### config.mk
export PLATFORM = sky130hd
export DESIGN_NAME = fault_hmi_supervisor
export DESIGN_NICKNAME = d
export VERILOG_FILES = /design/src/pkg/fault_hmi_pkg.sv /design/src/core/fault_hmi_supervisor.sv
export SDC_FILE = /design/constraint.sdc
export NUM_CORES = 1
export LEC_CHECK = 0
export ABC_AREA = 0
export BUFFER_PORTS_ARGS = -buffer_cell sky130_fd_sc_hd__clkbuf_2
export CORE_ASPECT_RATIO = 1.2
export CORE_UTILIZATION = 61
export CTS_BUF_LIST = sky130_fd_sc_hd__clkbuf_4 sky130_fd_sc_hd__clkbuf_8
export CTS_CLUSTER_SIZE = 14
export DETAILED_ROUTE_END_ITERATION = 10
export GPL_ROUTABILITY_DRIVEN = 0
export PLACE_DENSITY = 0.92
export SKIP_CTS_REPAIR_TIMING = 1
export SYNTH_ARGS = -nofsm -noshare
export SYNTH_HDL_FRONTEND = slang
export SYNTH_SLANG_ARGS = --single-unit
### constraint.sdc
create_clock -name clk -period 5.65 [get_ports clk]
set_input_delay 0.2825 -clock clk [delete_from_list [all_inputs] [get_ports clk]]
set_output_delay 0.2825 -clock clk [all_outputs]
set_load 0.02 [all_outputs]
### src/pkg/fault_hmi_pkg.sv
// Constants, register map and carrier types of the fault and keypad link supervisor.
package fault_hmi_pkg;

	// Timebase: one second expressed in clock cycles.
	localparam int          CLK_PERIOD_NS     = 5;
	localparam int          SECOND_NS         = 1_000_000_000;
	localparam int          TICKS_PER_SEC_DEF = SECOND_NS / CLK_PERIOD_NS;
	localparam int          PRE_W             = 28;
	localparam int          SEC_W             = 10;

	// Supervision times in seconds.
	localparam logic [SEC_W-1:0] RECUR_WINDOW_S = 10'h01E;
	localparam logic [SEC_W-1:0] AR_DELAY_MIN   = 10'h003;
	localparam logic [SEC_W-1:0] AR_DELAY_MAX   = 10'h258;
	localparam logic [SEC_W-1:0] AR_DELAY_DEF   = 10'h003;
	localparam logic [SEC_W-1:0] LINK_LIM_MIN   = 10'h001;
	localparam logic [SEC_W-1:0] LINK_LIM_MAX   = 10'h3E7;
	localparam logic [SEC_W-1:0] LINK_LIM_DEF   = 10'h003;
	localparam logic [SEC_W-1:0] SEC_SATURATE   = 10'h3FF;

	// Recurrence counting.
	localparam int         RECUR_W          = 2;
	localparam logic [1:0] RECUR_LOCK_COUNT = 2'h3;
	localparam logic [1:0] RECUR_ONE        = 2'h1;

	// Fault identification.
	localparam int         CODE_W          = 8;
	localparam logic [7:0] LINK_FAULT_CODE = 8'h7F;

	// Register map, byte addresses.
	localparam int         ADDR_W          = 8;
	localparam logic [7:0] ADDR_CONFIG     = 8'h00;
	localparam logic [7:0] ADDR_AR_DELAY   = 8'h04;
	localparam logic [7:0] ADDR_LINK_LIMIT = 8'h08;
	localparam logic [7:0] ADDR_STATUS     = 8'h0C;
	localparam logic [7:0] ADDR_IRQ_STATUS = 8'h10;
	localparam logic [7:0] ADDR_IRQ_MASK   = 8'h14;
	localparam logic [7:0] ADDR_CONTROL    = 8'h18;

	// Field positions.
	localparam int CFG_EN_BIT     = 0;
	localparam int CFG_MODE_LSB   = 4;
	localparam int CFG_ACTION_LSB = 8;
	localparam int CTRL_CLEAR_BIT = 0;
	localparam int STAT_FAULT     = 0;
	localparam int STAT_LOCKED    = 1;
	localparam int STAT_LINK_FLT  = 2;
	localparam int STAT_LINK_ALM  = 3;
	localparam int STAT_TIMED_OUT = 4;
	localparam int STAT_RECUR_LSB = 8;
	localparam int STAT_STATE_LSB = 12;

	// Interrupt status bits.
	localparam int IRQ_W         = 4;
	localparam int IRQ_AUTORESET = 0;
	localparam int IRQ_LOCKOUT   = 1;
	localparam int IRQ_LINK_FLT  = 2;
	localparam int IRQ_LINK_ALM  = 3;

	localparam logic [1:0] RESP_OKAY   = 2'h0;
	localparam logic [1:0] RESP_SLVERR = 2'h2;

	typedef enum logic [1:0] {
		LINK_OFF   = 2'b00,
		LINK_FAULT = 2'b01,
		LINK_ALARM = 2'b10
	} link_timeout_mode_type;

	typedef enum logic [2:0] {
		ACT_INDICATE  = 3'b000,
		ACT_RAMP_STOP = 3'b001,
		ACT_COAST     = 3'b010,
		ACT_LOCAL     = 3'b011,
		ACT_REMOTE    = 3'b100
	} link_alarm_action_type;

	typedef enum logic [1:0] {
		AR_IDLE   = 2'b00,
		AR_DELAY  = 2'b01,
		AR_WATCH  = 2'b10,
		AR_LOCKED = 2'b11
	} ar_state_type;

	typedef struct packed {
		logic              awvalid;
		logic [ADDR_W-1:0] awaddr;
		logic              wvalid;
		logic [31:0]       wdata;
		logic [3:0]        wstrb;
		logic              bready;
		logic              arvalid;
		logic [ADDR_W-1:0] araddr;
		logic              rready;
	} axi_req_type;

	typedef struct packed {
		logic        awready;
		logic        wready;
		logic        bvalid;
		logic [1:0]  bresp;
		logic        arready;
		logic        rvalid;
		logic [31:0] rdata;
		logic [1:0]  rresp;
	} axi_rsp_type;

	typedef struct packed {
		logic faultIndicated;
		logic motorDisable;
		logic rampStop;
		logic generalDisable;
		logic localControl;
		logic remoteControl;
	} motor_cmd_type;

endpackage : fault_hmi_pkg

### src/core/fault_hmi_supervisor.sv
// Fault auto-reset sequencer and keypad link watchdog with an AXI4-Lite register slave.
//
// Function
// Auto-reset enable bit, reset value off.
// Clear fault after programmable delay from occurrence.
// Three consecutive recurrences inhibit further auto-resets.
// Recurrence counts only within thirty seconds.
// Lockout holds fault and disable until power cycle.
// Link timeout mode: none, fault, alarm; default alarm.
// Alarm action: indicate, ramp, coast, local, remote.
// Timeout when silent longer than programmable limit.
// Keypad sends three telegrams every second.
// Settings writes ignored while motor runs; link limit writes are still taken.
// Telegram restarts counter; link fault stays latched.
`timescale 1ns/100ps
`default_nettype none

module fault_hmi_supervisor
	import fault_hmi_pkg::*;
#(
	parameter logic [fault_hmi_pkg::PRE_W-1:0] TICKS_PER_SEC =
		fault_hmi_pkg::PRE_W'(fault_hmi_pkg::TICKS_PER_SEC_DEF)
) (
	input  wire logic                            clk,
	input  wire logic                            sys_rst,
	input  wire fault_hmi_pkg::axi_req_type      axiReq,
	output var  fault_hmi_pkg::axi_rsp_type      axiRsp,
	input  wire logic                            faultIn,
	input  wire logic [fault_hmi_pkg::CODE_W-1:0] faultCode,
	input  wire logic                            telegramValid,
	input  wire logic                            motorRunning,
	output logic                                 faultReset,
	output var  fault_hmi_pkg::motor_cmd_type    motorCmd,
	output logic                                 keypadLinkFault,
	output logic                                 keypadLinkAlarm,
	output logic                                 irq
);
	import fault_hmi_pkg::*;

	typedef struct packed {
		logic [PRE_W-1:0] pre;
		logic [SEC_W-1:0] sec;
	} timer_type;

	typedef struct packed {
		logic                  awHave;
		logic                  wHave;
		logic [ADDR_W-1:0]     awAddr;
		logic [31:0]           wData;
		logic [3:0]            wStrb;
		logic                  bvalid;
		logic [1:0]            bresp;
		logic                  rvalid;
		logic [31:0]           rdata;
		logic [1:0]            rresp;
		logic                  arEnable;
		link_timeout_mode_type linkMode;
		link_alarm_action_type linkAction;
		logic [SEC_W-1:0]      arDelay;
		logic [SEC_W-1:0]      linkLimit;
		logic [IRQ_W-1:0]      irqStatus;
		logic [IRQ_W-1:0]      irqMask;
		ar_state_type          arState;
		timer_type             arTimer;
		logic [RECUR_W-1:0]    recurCount;
		logic [CODE_W-1:0]     lastCode;
		logic                  faultSeen;
		timer_type             linkTimer;
		logic                  linkTimedOut;
		logic                  linkFault;
		logic                  linkAlarm;
		logic                  faultReset;
		motor_cmd_type         motorCmd;
	} state_type;

	state_type q;
	state_type d;

	// Counts cycles into whole seconds; the seconds field saturates instead of wrapping.
	function automatic timer_type advance(input timer_type t);
		timer_type r;
		r = t;
		if (t.pre == TICKS_PER_SEC - PRE_W'(1)) begin
			r.pre = '0;
			if (t.sec != SEC_SATURATE) begin
				r.sec = t.sec + SEC_W'(1);
			end
		end else begin
			r.pre = t.pre + PRE_W'(1);
		end
		return r;
	endfunction : advance

	function automatic logic [31:0] mergeStrobe(input logic [31:0] old, input logic [31:0] data,
			input logic [3:0] strb);
		logic [31:0] r;
		r = old;
		for (int i = 0; i < 4; i++) begin
			if (strb[i]) begin
				r[i*8 +: 8] = data[i*8 +: 8];
			end
		end
		return r;
	endfunction : mergeStrobe

	logic                  faultNow;
	logic [CODE_W-1:0]     codeNow;
	logic                  faultRise;
	logic [IRQ_W-1:0]      irqSet;
	logic [IRQ_W-1:0]      irqClr;
	logic                  doWrite;
	logic [31:0]           wrOld;
	logic [31:0]           wrVal;
	logic                  wrHit;
	logic                  manualClear;
	logic [31:0]           rdVal;
	logic                  rdHit;
	logic [SEC_W-1:0]      wrSec;
	link_timeout_mode_type wrMode;
	link_alarm_action_type wrAction;

	always_comb begin
		d = q;
		d.faultReset = 1'b0;
		irqSet = '0;
		irqClr = '0;
		manualClear = 1'b0;

		// The link fault joins the external faults so that auto-reset treats it alike.
		faultNow = faultIn | q.linkFault;
		codeNow = q.linkFault ? LINK_FAULT_CODE : faultCode;
		faultRise = faultNow & ~q.faultSeen;
		d.faultSeen = faultNow;

		// Register read path, decoded from the current state.
		rdVal = '0;
		rdHit = 1'b1;
		case (axiReq.araddr)
			ADDR_CONFIG: begin
				rdVal[CFG_EN_BIT] = q.arEnable;
				rdVal[CFG_MODE_LSB +: 2] = q.linkMode;
				rdVal[CFG_ACTION_LSB +: 3] = q.linkAction;
			end
			ADDR_AR_DELAY: begin
				rdVal[SEC_W-1:0] = q.arDelay;
			end
			ADDR_LINK_LIMIT: begin
				rdVal[SEC_W-1:0] = q.linkLimit;
			end
			ADDR_STATUS: begin
				rdVal[STAT_FAULT] = q.motorCmd.faultIndicated;
				rdVal[STAT_LOCKED] = (q.arState == AR_LOCKED);
				rdVal[STAT_LINK_FLT] = q.linkFault;
				rdVal[STAT_LINK_ALM] = q.linkAlarm;
				rdVal[STAT_TIMED_OUT] = q.linkTimedOut;
				rdVal[STAT_RECUR_LSB +: RECUR_W] = q.recurCount;
				rdVal[STAT_STATE_LSB +: 2] = q.arState;
			end
			ADDR_IRQ_STATUS: begin
				rdVal[IRQ_W-1:0] = q.irqStatus;
			end
			ADDR_IRQ_MASK: begin
				rdVal[IRQ_W-1:0] = q.irqMask;
			end
			ADDR_CONTROL: begin
				rdVal = '0;
			end
			default: begin
				rdHit = 1'b0;
			end
		endcase

		if (q.rvalid && axiReq.rready) begin
			d.rvalid = 1'b0;
		end
		if (!q.rvalid && axiReq.arvalid) begin
			d.rvalid = 1'b1;
			d.rdata = rdVal;
			d.rresp = rdHit ? RESP_OKAY : RESP_SLVERR;
		end

		// Write path: address and data are caught in either order, executed once both are in.
		if (q.bvalid && axiReq.bready) begin
			d.bvalid = 1'b0;
		end
		if (!q.awHave && !q.bvalid && axiReq.awvalid) begin
			d.awHave = 1'b1;
			d.awAddr = axiReq.awaddr;
		end
		if (!q.wHave && !q.bvalid && axiReq.wvalid) begin
			d.wHave = 1'b1;
			d.wData = axiReq.wdata;
			d.wStrb = axiReq.wstrb;
		end
		doWrite = q.awHave && q.wHave && !q.bvalid;
		wrOld = '0;
		wrHit = 1'b1;
		case (q.awAddr)
			ADDR_CONFIG: begin
				wrOld[CFG_EN_BIT] = q.arEnable;
				wrOld[CFG_MODE_LSB +: 2] = q.linkMode;
				wrOld[CFG_ACTION_LSB +: 3] = q.linkAction;
			end
			ADDR_AR_DELAY: wrOld[SEC_W-1:0] = q.arDelay;
			ADDR_LINK_LIMIT: wrOld[SEC_W-1:0] = q.linkLimit;
			ADDR_STATUS: wrOld = '0;
			ADDR_IRQ_STATUS: wrOld = '0;
			ADDR_IRQ_MASK: wrOld[IRQ_W-1:0] = q.irqMask;
			ADDR_CONTROL: wrOld = '0;
			default: wrHit = 1'b0;
		endcase
		wrVal = mergeStrobe(wrOld, q.wData, q.wStrb);
		wrSec = wrVal[SEC_W-1:0];
		wrMode = link_timeout_mode_type'(wrVal[CFG_MODE_LSB +: 2]);
		wrAction = link_alarm_action_type'(wrVal[CFG_ACTION_LSB +: 3]);
		if (doWrite) begin
			d.awHave = 1'b0;
			d.wHave = 1'b0;
			d.bvalid = 1'b1;
			d.bresp = wrHit ? RESP_OKAY : RESP_SLVERR;
			case (q.awAddr)
				ADDR_CONFIG: begin
					// Settings that change the protection are frozen while the motor turns.
					if (!motorRunning) begin
						d.arEnable = wrVal[CFG_EN_BIT];
						if (wrMode <= LINK_ALARM) begin
							d.linkMode = wrMode;
						end
						if (wrAction <= ACT_REMOTE) begin
							d.linkAction = wrAction;
						end
					end
				end
				ADDR_AR_DELAY: begin
					if (!motorRunning && wrSec >= AR_DELAY_MIN && wrSec <= AR_DELAY_MAX) begin
						d.arDelay = wrSec;
					end
				end
				ADDR_LINK_LIMIT: begin
					if (wrSec >= LINK_LIM_MIN && wrSec <= LINK_LIM_MAX) begin
						d.linkLimit = wrSec;
					end
				end
				ADDR_IRQ_STATUS: irqClr = wrVal[IRQ_W-1:0];
				ADDR_IRQ_MASK: d.irqMask = wrVal[IRQ_W-1:0];
				ADDR_CONTROL: manualClear = wrVal[CTRL_CLEAR_BIT];
				default: begin
				end
			endcase
		end

		// Auto-reset sequencer.
		case (q.arState)
			AR_IDLE: begin
				d.recurCount = '0;
				if (faultRise && q.arEnable) begin
					d.arState = AR_DELAY;
					d.arTimer = '0;
					d.lastCode = codeNow;
				end
			end
			AR_DELAY: begin
				d.arTimer = advance(q.arTimer);
				if (!q.arEnable || !faultNow) begin
					d.arState = AR_IDLE;
				end else if (q.arTimer.sec >= q.arDelay) begin
					// The fault stays seen until its source lets go, so no false recurrence follows.
					d.faultReset = 1'b1;
					d.arState = AR_WATCH;
					d.arTimer = '0;
					irqSet[IRQ_AUTORESET] = 1'b1;
				end
			end
			AR_WATCH: begin
				d.arTimer = advance(q.arTimer);
				if (!q.arEnable) begin
					d.arState = AR_IDLE;
				end else if (faultRise) begin
					d.arTimer = '0;
					d.lastCode = codeNow;
					if (codeNow == q.lastCode && q.arTimer.sec < RECUR_WINDOW_S) begin
						d.recurCount = q.recurCount + RECUR_ONE;
						if (q.recurCount + RECUR_ONE == RECUR_LOCK_COUNT) begin
							d.arState = AR_LOCKED;
							irqSet[IRQ_LOCKOUT] = 1'b1;
						end else begin
							d.arState = AR_DELAY;
						end
					end else begin
						d.recurCount = '0;
						d.arState = AR_DELAY;
					end
				end else if (q.arTimer.sec >= RECUR_WINDOW_S) begin
					d.arState = AR_IDLE;
				end
			end
			AR_LOCKED: begin
				// Only sys_rst leaves this state; no write or telegram releases it.
				d.arState = AR_LOCKED;
			end
			default: begin
				d.arState = AR_IDLE;
			end
		endcase

		// Keypad link watchdog.
		if (telegramValid || d.faultReset) begin
			d.linkTimer = '0;
			d.linkTimedOut = 1'b0;
		end else begin
			d.linkTimer = advance(q.linkTimer);
			if (q.linkTimer.sec > q.linkLimit ||
					(q.linkTimer.sec == q.linkLimit && q.linkTimer.pre != '0)) begin
				d.linkTimedOut = 1'b1;
			end
		end
		if (d.faultReset || manualClear) begin
			d.linkFault = 1'b0;
		end
		if (d.linkTimedOut && !q.linkTimedOut && q.linkMode == LINK_FAULT) begin
			d.linkFault = 1'b1;
			irqSet[IRQ_LINK_FLT] = 1'b1;
		end
		d.linkAlarm = d.linkTimedOut && (q.linkMode == LINK_ALARM);
		if (d.linkAlarm && !q.linkAlarm) begin
			irqSet[IRQ_LINK_ALM] = 1'b1;
		end

		// A new event wins over a clear written in the same cycle.
		d.irqStatus = (q.irqStatus & ~irqClr) | irqSet;

		d.motorCmd.faultIndicated = (d.arState == AR_LOCKED) | d.linkFault | faultIn;
		d.motorCmd.motorDisable = (d.arState == AR_LOCKED) | d.linkFault;
		d.motorCmd.rampStop = d.linkAlarm && (q.linkAction == ACT_RAMP_STOP);
		d.motorCmd.generalDisable = d.linkAlarm && (q.linkAction == ACT_COAST);
		d.motorCmd.localControl = d.linkAlarm && (q.linkAction == ACT_LOCAL);
		d.motorCmd.remoteControl = d.linkAlarm && (q.linkAction == ACT_REMOTE);
	end

	always_ff @(posedge clk or posedge sys_rst) begin
		if (sys_rst) begin
			q <= '0;
			q.bresp <= RESP_OKAY;
			q.rresp <= RESP_OKAY;
			q.arEnable <= 1'b0;
			q.linkMode <= LINK_ALARM;
			q.linkAction <= ACT_RAMP_STOP;
			q.arDelay <= AR_DELAY_DEF;
			q.linkLimit <= LINK_LIM_DEF;
			q.arState <= AR_IDLE;
		end else begin
			q <= d;
		end
	end

	// Handshake readies are combinational from state; data comes from flip-flops.
	always_comb begin
		axiRsp.awready = !q.awHave && !q.bvalid;
		axiRsp.wready = !q.wHave && !q.bvalid;
		axiRsp.bvalid = q.bvalid;
		axiRsp.bresp = q.bresp;
		axiRsp.arready = !q.rvalid;
		axiRsp.rvalid = q.rvalid;
		axiRsp.rdata = q.rdata;
		axiRsp.rresp = q.rresp;
	end

	assign faultReset = q.faultReset;
	assign motorCmd = q.motorCmd;
	assign keypadLinkFault = q.linkFault;
	assign keypadLinkAlarm = q.linkAlarm;
	assign irq = |(q.irqStatus & q.irqMask);

endmodule : fault_hmi_supervisor

`default_nettype wire

==> results_dict.tcl, run 1 <==
set metrics [dict create \
    leakage_nw 4.784 \
    die-area_um2 16740 \
    synthArstFlopShare 1.000 \
    hold_viol_final 0 \
    dp_hpwl_um 15480 \
    fin_nets 1187 \
    arrival_ps 3860 \
    synth_top_area_cell "dfrtp_1" \
    cts_tree "built" \
    cellPowerDensity_nw_per_um2 356.5 \
    fp.dieW_um 118.3 \
    grt_usage 0.2729 \
    clk_latency_ps 470 \
    vias_per_cell 6.093 \
    drive_above_1_share 0.1603 \
    grt.overflow.total 0 \
    synth.most_common_cell "dfrtp_1" \
    die_y_um 141.5 \
    cp-start-kind "flop" \
    area.growth.synth_to_final_pct 7.736 \
    grt_pass1_wl_um 36380 \
    rows 50 \
    swShare 0.3711 \
    worst_pin_slew_ps 1197 \
    cts.sinks 173 \
    ys_top_cells_by_area "dfrtp_1 (42%), nor2_1 (4.6%), ha_1 (3.9%), mux2_2 (3.8%), buf_4 (3.3%)" \
    antenna_found_initial 0 \
    synth_common_cells "dfrtp_1 (167), nor2_1 (120), nand2_1 (82), inv_1 (61), o21ai_0 (48)" \
    cts_root_buffer "clkbuf_8" \
    p_clk_frac 0.257 \
    hp-class "primary input to flop" \
    core_um2 15700 \
    ant_nets 0 \
    setup_viol 0 \
    utilization 0.6791 \
    final-max-slew-violation-count 0 \
    portBuffers 76 \
    first_pass_iters 5 \
    criticalPathCategory "flop to flop" \
    drcViolationCount 0 \
    synth_ff_type "dfrtp_1" \
    clkSlewWorstSetupHoldPaths_ps 90 \
    drtIter0Drc 764 \
    synthDistinctLibCells 76 \
    yosysWarnings 0 \
    grt_max_degree 84 \
    htreeDepth 4 \
    num_io_pins 121 \
    rsz0062_at_grt "false" \
    p_seq_frac 0.440 \
    tns_ps 0 \
    crit_slowest_cell "a21oi_1" \
    syn_avg_cell_area_um2 9.508 \
    cp_max_fo 17 \
    grt_pass1_vias 7475 \
    vias 7958 \
    initial_core_util 0.6304 \
    finalCritPeriodShare 0.6312 \
    diodes 0 \
    routedWlPerCell_um 16.90 \
    period_minus_slack_ps 3566 \
    clock-skew-final_ps 14.79 \
    cap_violations 0 \
    syn-cell-area_um2 9898 \
    cts_buffers 17 \
    cp.required_ps 5950 \
    synth_top_area_share 0.4222 \
    cts_buffer_depth 2 \
    peakVddDrop_uv 179.9 \
    cp-end-kind "flop" \
    drt_wl_total_um 22080 \
    path_buf_inv 0 \
    crit_top_cell "nand3_1" \
    yosys_register_bits 173 \
    crit_family "simple AND/OR/NAND/NOR gates" \
    synth_edf_count 0 \
    max_stage_delay_ps 1150 \
    p_comb_frac 0.304 \
    crit_chain "ha_1, nand3_1, nor4_1, nand3_1, a21oi_1, nor2_1" \
    maxSlewHeadroom 0.2020 \
    yosysSeqAreaShare 0.4381 \
    outcome "finished, final reports clean" \
    p_int_mw 2.391 \
    syn_inst 1041 \
    clock.fmax_mhz 280.4 \
    p_switching_mw 1.411 \
]
final timing paths:
kind	startpoint	to	slack, ps	cells past startpoint
min in group asynchronous	sys_rst	q[69]	250	3
hold / removal	axiReq[10]	axiRsp[38]	10	2
setup / recovery	q[69]	q[93]	2080	6
setup reg to reg	q[69]	q[93]	2080	6
hold reg to reg	axiRsp[1]	axiRsp[1]	480	2
max in group asynchronous	sys_rst	axiRsp[38]	4170	4
cells in the final DEF, fill, tap and decap left out, drive strengths merged, types with 8 or more instances in the layout:
cell type and instances:
dfrtp 167, nor2 120, clkbuf 97, nand2 82, inv 62, o21ai 51, nand3 43, mux2 40
nand4 35, xor2 34, a21oi 33, ha 31, mux2i 24, xnor2 22, conb 21, and3 17
nor3 16, nor4 12, a22oi 12, o21a 11, a31oi 11, or3 10, a211oi 9, nor3b 8
nand4b 8, nor4b 8
sequential cells by signal, indices dropped and copies added, names as in the netlist:
register         flops
q                  147
keypadLinkFault      1
keypadLinkAlarm      1
faultReset           1
motorCmd             6
axiRsp              17
per-stage QoR:
stage	power, mW	hold WS [ps]	worst slack (ps)	cells	instance area (um^2)
final	3.802	10.36	2084	1306	10660
after CTS	3.780	-311.3	2093	1304	10640
after detailed placement	2.806	192.7	2128	1273	10190
after global placement	2.757	190.5	2255	1273	10190
after global routing	3.991	34.92	1784	1306	10660
after floorplan	2.525	378.9	688.9	1061	9973
area by class of cell:
class | instances | area (um^2)
clock buffer | 21 | 289.0
multi-input combinational | 749 | 4938
clock inverter | 10 | 160.2
timing repair buffer | 84 | 445.4
fill | 1114 | 5039
sequential | 173 | 4337
inverter | 61 | 234.0
tap | 208 | 260.3
per-layer routing:
metal / vias to the layer above / GRT usage / wire length, um / part of all wire
met1: 3829 / 0.3400 / 8857 / 0.40
met2: 318 / 0.4557 / 11050 / 0.50
met4: 0 / 0.1525 / 930 / 0.042
met3: 73 / 0.04301 / 1242 / 0.056
met5: - / 0 / 0 / 0
li1: 3738 / - / - / -
power groups by stage:
stage | sequential [mW] | clock, mW | combinational, mW
final | 1.67 | 0.976 | 1.15
after CTS | 1.66 | 0.981 | 1.14
after global routing | 1.70 | 1.03 | 1.26
after detailed placement | 1.69 | 0 | 1.12
after global placement | 1.68 | 0 | 1.08
after floorplan | 1.56 | 0 | 0.961
kinds of logic after synthesis:
logic type / after synthesis / synth area share
other: 1 / 0.0003789
muxes: 65 / 0.07471
and+or+nand+nor: 391 / 0.1998
buffers and inverters: 139 / 0.07053
DFF: 173 / 0.4381
AOI/OAI and AO/OA: 185 / 0.1277
adders and majority gates: 31 / 0.03919
xor gates and xnor gates: 56 / 0.04955
Power figures use the tool's default switching activity.
==> run 2: changes to the inputs <==
--- a/config.mk
+++ b/config.mk
@@ -8,12 +8,12 @@
 export ABC_AREA = 0
 export BUFFER_PORTS_ARGS = -buffer_cell sky130_fd_sc_hd__clkbuf_2
 export CORE_ASPECT_RATIO = 1.2
-export CORE_UTILIZATION = 61
+export CORE_UTILIZATION = 55
 export CTS_BUF_LIST = sky130_fd_sc_hd__clkbuf_4 sky130_fd_sc_hd__clkbuf_8
 export CTS_CLUSTER_SIZE = 14
 export DETAILED_ROUTE_END_ITERATION = 10
 export GPL_ROUTABILITY_DRIVEN = 0
-export PLACE_DENSITY = 0.92
+export PLACE_DENSITY = 0.88
 export SKIP_CTS_REPAIR_TIMING = 1
 export SYNTH_ARGS = -nofsm -noshare
 export SYNTH_HDL_FRONTEND = slang
==> constraint.sdc (replaced) <==
create_clock -name clk -period 3.2 [get_ports clk]
set_input_delay 0.16 -clock clk [delete_from_list [all_inputs] [get_ports clk]]
set_output_delay 0.16 -clock clk [all_outputs]
set_load 0.02 [all_outputs]
==> run 2 against run 1 <==
  * The flow now finishes with violations (negative hold slack, negative setup slack)
  * Largest cell class unchanged
  * Setup slack lost 2200 ps
  * Non-clock buffer count grew 45
  * Fmax grew 8.0%
  * Largest power group unchanged
  * Sequential cell count is the same
==> results_dict.tcl, run 2 (synthesis gave the netlist of run 1 again) <==
set metrics [dict create \
    outcome "complete, but fails checks" \
    failed_checks "negative hold slack, negative setup slack" \
    critPathCapture "q[112]" \
    drcViolationCount 0 \
    vias_per_cell 6.105 \
    p_seq_frac 0.427 \
    hold_viol_final 3 \
    drt_wl_total_um 24270 \
    portBuffers 76 \
    num_io_pins 121 \
    drive_above_1_share 0.1748 \
    die-area_um2 18540 \
    fp.dieW_um 124.5 \
    clock-skew-final_ps 14.80 \
    period_minus_slack_ps 3303 \
    totalPowerFinal_mw 6.797 \
    drtIter0Drc 898 \
    routedWlPerCell_um 17.78 \
    p_comb_frac 0.338 \
    setup_viol 13 \
    initial_core_util 0.5633 \
    gr-usage-met1 0.2934 \
    maxSlewHeadroom 0.4107 \
    criticalPathCategory "flop to flop" \
    placed_area_um2 10370 \
    rr_worst_depth 7 \
    vias 8333 \
    cap_violations 0 \
    final.setup.worst_slack_ps -102.9 \
    mostFrequentLayoutCell "dfrtp_1" \
    p_switching_mw 2.645 \
    grt_usage 0.2546 \
    fin_nets 1232 \
    cts_root_buffer "clkbuf_8" \
    crit_cells 7 \
    clk_latency_ps 480 \
    crit_family "compound AO/OA/AOI/OAI gates" \
    die_y_um 149.0 \
    ant_nets 0 \
    grt-busiest-layer "met2" \
    core_um2 17570 \
    top_register "q" \
    cp-start-kind "flop" \
    cellPowerDensity_nw_per_um2 613.9 \
    grt_pass1_wl_um 38020 \
    grtUsageMet3 0.04950 \
    peakVddDrop_uv 300.5 \
    p_clk_frac 0.235 \
    cts_tree "built" \
    hp-class "primary input to flop" \
    r2r-end "q[112]" \
    largest_register_ffs 147 \
    cts.sinks 173 \
    antenna_found_initial 1 \
    dp_hpwl_um 16440 \
    holdWs_ps -18.35 \
    worst_pin_slew_ps 882.0 \
    swShare 0.3891 \
    crit_chain "mux2i_1, o21ai_0, a221o_1, or4_1, o2111ai_4, buf_4, mux2i_1" \
    reg2reg_from "q[209]" \
    clkSlewWorstSetupHoldPaths_ps 90 \
    reg2reg_slack_ps -100 \
    grt_max_degree 63 \
    met2_usage 0.4470 \
    final-max-slew-violation-count 0 \
    max_stage_delay_ps 580 \
    area.growth.synth_to_final_pct 11.86 \
    grt_pass1_vias 7875 \
    p_int_mw 4.153 \
    clock.fmax_mhz 302.8 \
    arrival_ps 3700 \
    cp_max_fo 16 \
    crit_slowest_cell "dfrtp_2" \
    final_cell_mix "dfrtp_1 (166), nor2_1 (120), nand2_1 (82), clkbuf_2 (76), inv_1 (60)" \
    grt.overflow.total 0 \
    path_buf_inv 1 \
    cp-end-kind "flop" \
    finalCritPeriodShare 1.032 \
    leakage_nw 4.958 \
    cp.required_ps 3590 \
    rows 53 \
    cts_buffers 17 \
    first_pass_iters 6 \
    fillers 1300 \
    htreeDepth 4 \
    crit_top_cell "mux2i_1" \
    cts_buffer_depth 2 \
    crit_start "q[209]" \
    fin_area_um2 11070 \
]
-- run 2: changes by cell type in the layout (fill, tap and decap cells not counted), sizes merged --
cell,previous run,this run
clkinvlp,1,5
buf,6,26
dlygate4sd3,2,27
bufinv,4,2
diode,0,1
clkinv,4,3
-- run 2: how the worst min path moves through the flow --
stage | start | to | slack [ps] | depth (start not counted)
2_1_floorplan | axiReq[0] | axiRsp[34] | 260 | 1
3_3_place_gp | axiReq[0] | axiRsp[34] | 350 | 2
3_5_place_dp | axiReq[10] | axiRsp[38] | 360 | 2
4_1_cts | sys_rst | q[50] | -150 | 2
5_1_grt | faultCode[6] | q[55] | 0.5 | 3
6_report | faultCode[5] | q[54] | -20 | 3
-- run 2: through the flow --
step | util | setup slack [ps] | setup TNS [ps] | std cells
6_report | 0.6300 | -102.9 | -556.9 | 1365
5_1_grt | 0.6300 | -165.1 | -1396 | 1365
4_1_cts | 0.6139 | 9.323 | 0 | 1337
3_5_place_dp | 0.5902 | 84.01 | 0 | 1305
3_3_place_gp | 0.5902 | 255.8 | 0 | 1305
2_1_floorplan | - | 378.8 | 0 | 1061
-- run 2: area by class of cell --
cell class              count  area [um^2]  share of cell area
flip-flops and latches    173         4338              0.3918
inverters                  61        232.7             0.02102
multi-input cells         749         4949              0.4469
repair buffers            129        858.3             0.07752
clock inverters            11        133.9             0.01209
clock buffers              21        282.8             0.02554
well taps                 220        275.3             0.02486
diodes                      1        2.502           0.0002260
-- run 2: worst reg2reg max path: cells and delay by family (launching register included) --
| kind | cells | cell delay, ps |
|---|---|---|
| compound gates | 3 | 1230 |
| buf+inv | 1 | 230 |
| mux | 2 | 640 |
| flops | 1 | 580 |
| simple gates | 1 | 540 |
-- run 2: power groups by stage --
stage / Clock (mW) / Combinational [mW] / Sequential, mW
after floorplan: 0 / 1.70 / 2.76
after global placement: 0 / 2.05 / 2.89
after detailed placement: 0 / 2.13 / 2.90
after CTS: 1.62 / 2.15 / 2.87
after global routing: 1.71 / 2.49 / 2.94
final: 1.60 / 2.30 / 2.90
-- run 2: per-layer routing --
metal  part of all wire  vias to the layer above
met4              0.051                        0
met1               0.38                     4017
met3              0.061                      114
li1                   -                     3824
met2               0.51                      378
met5                  0                        -
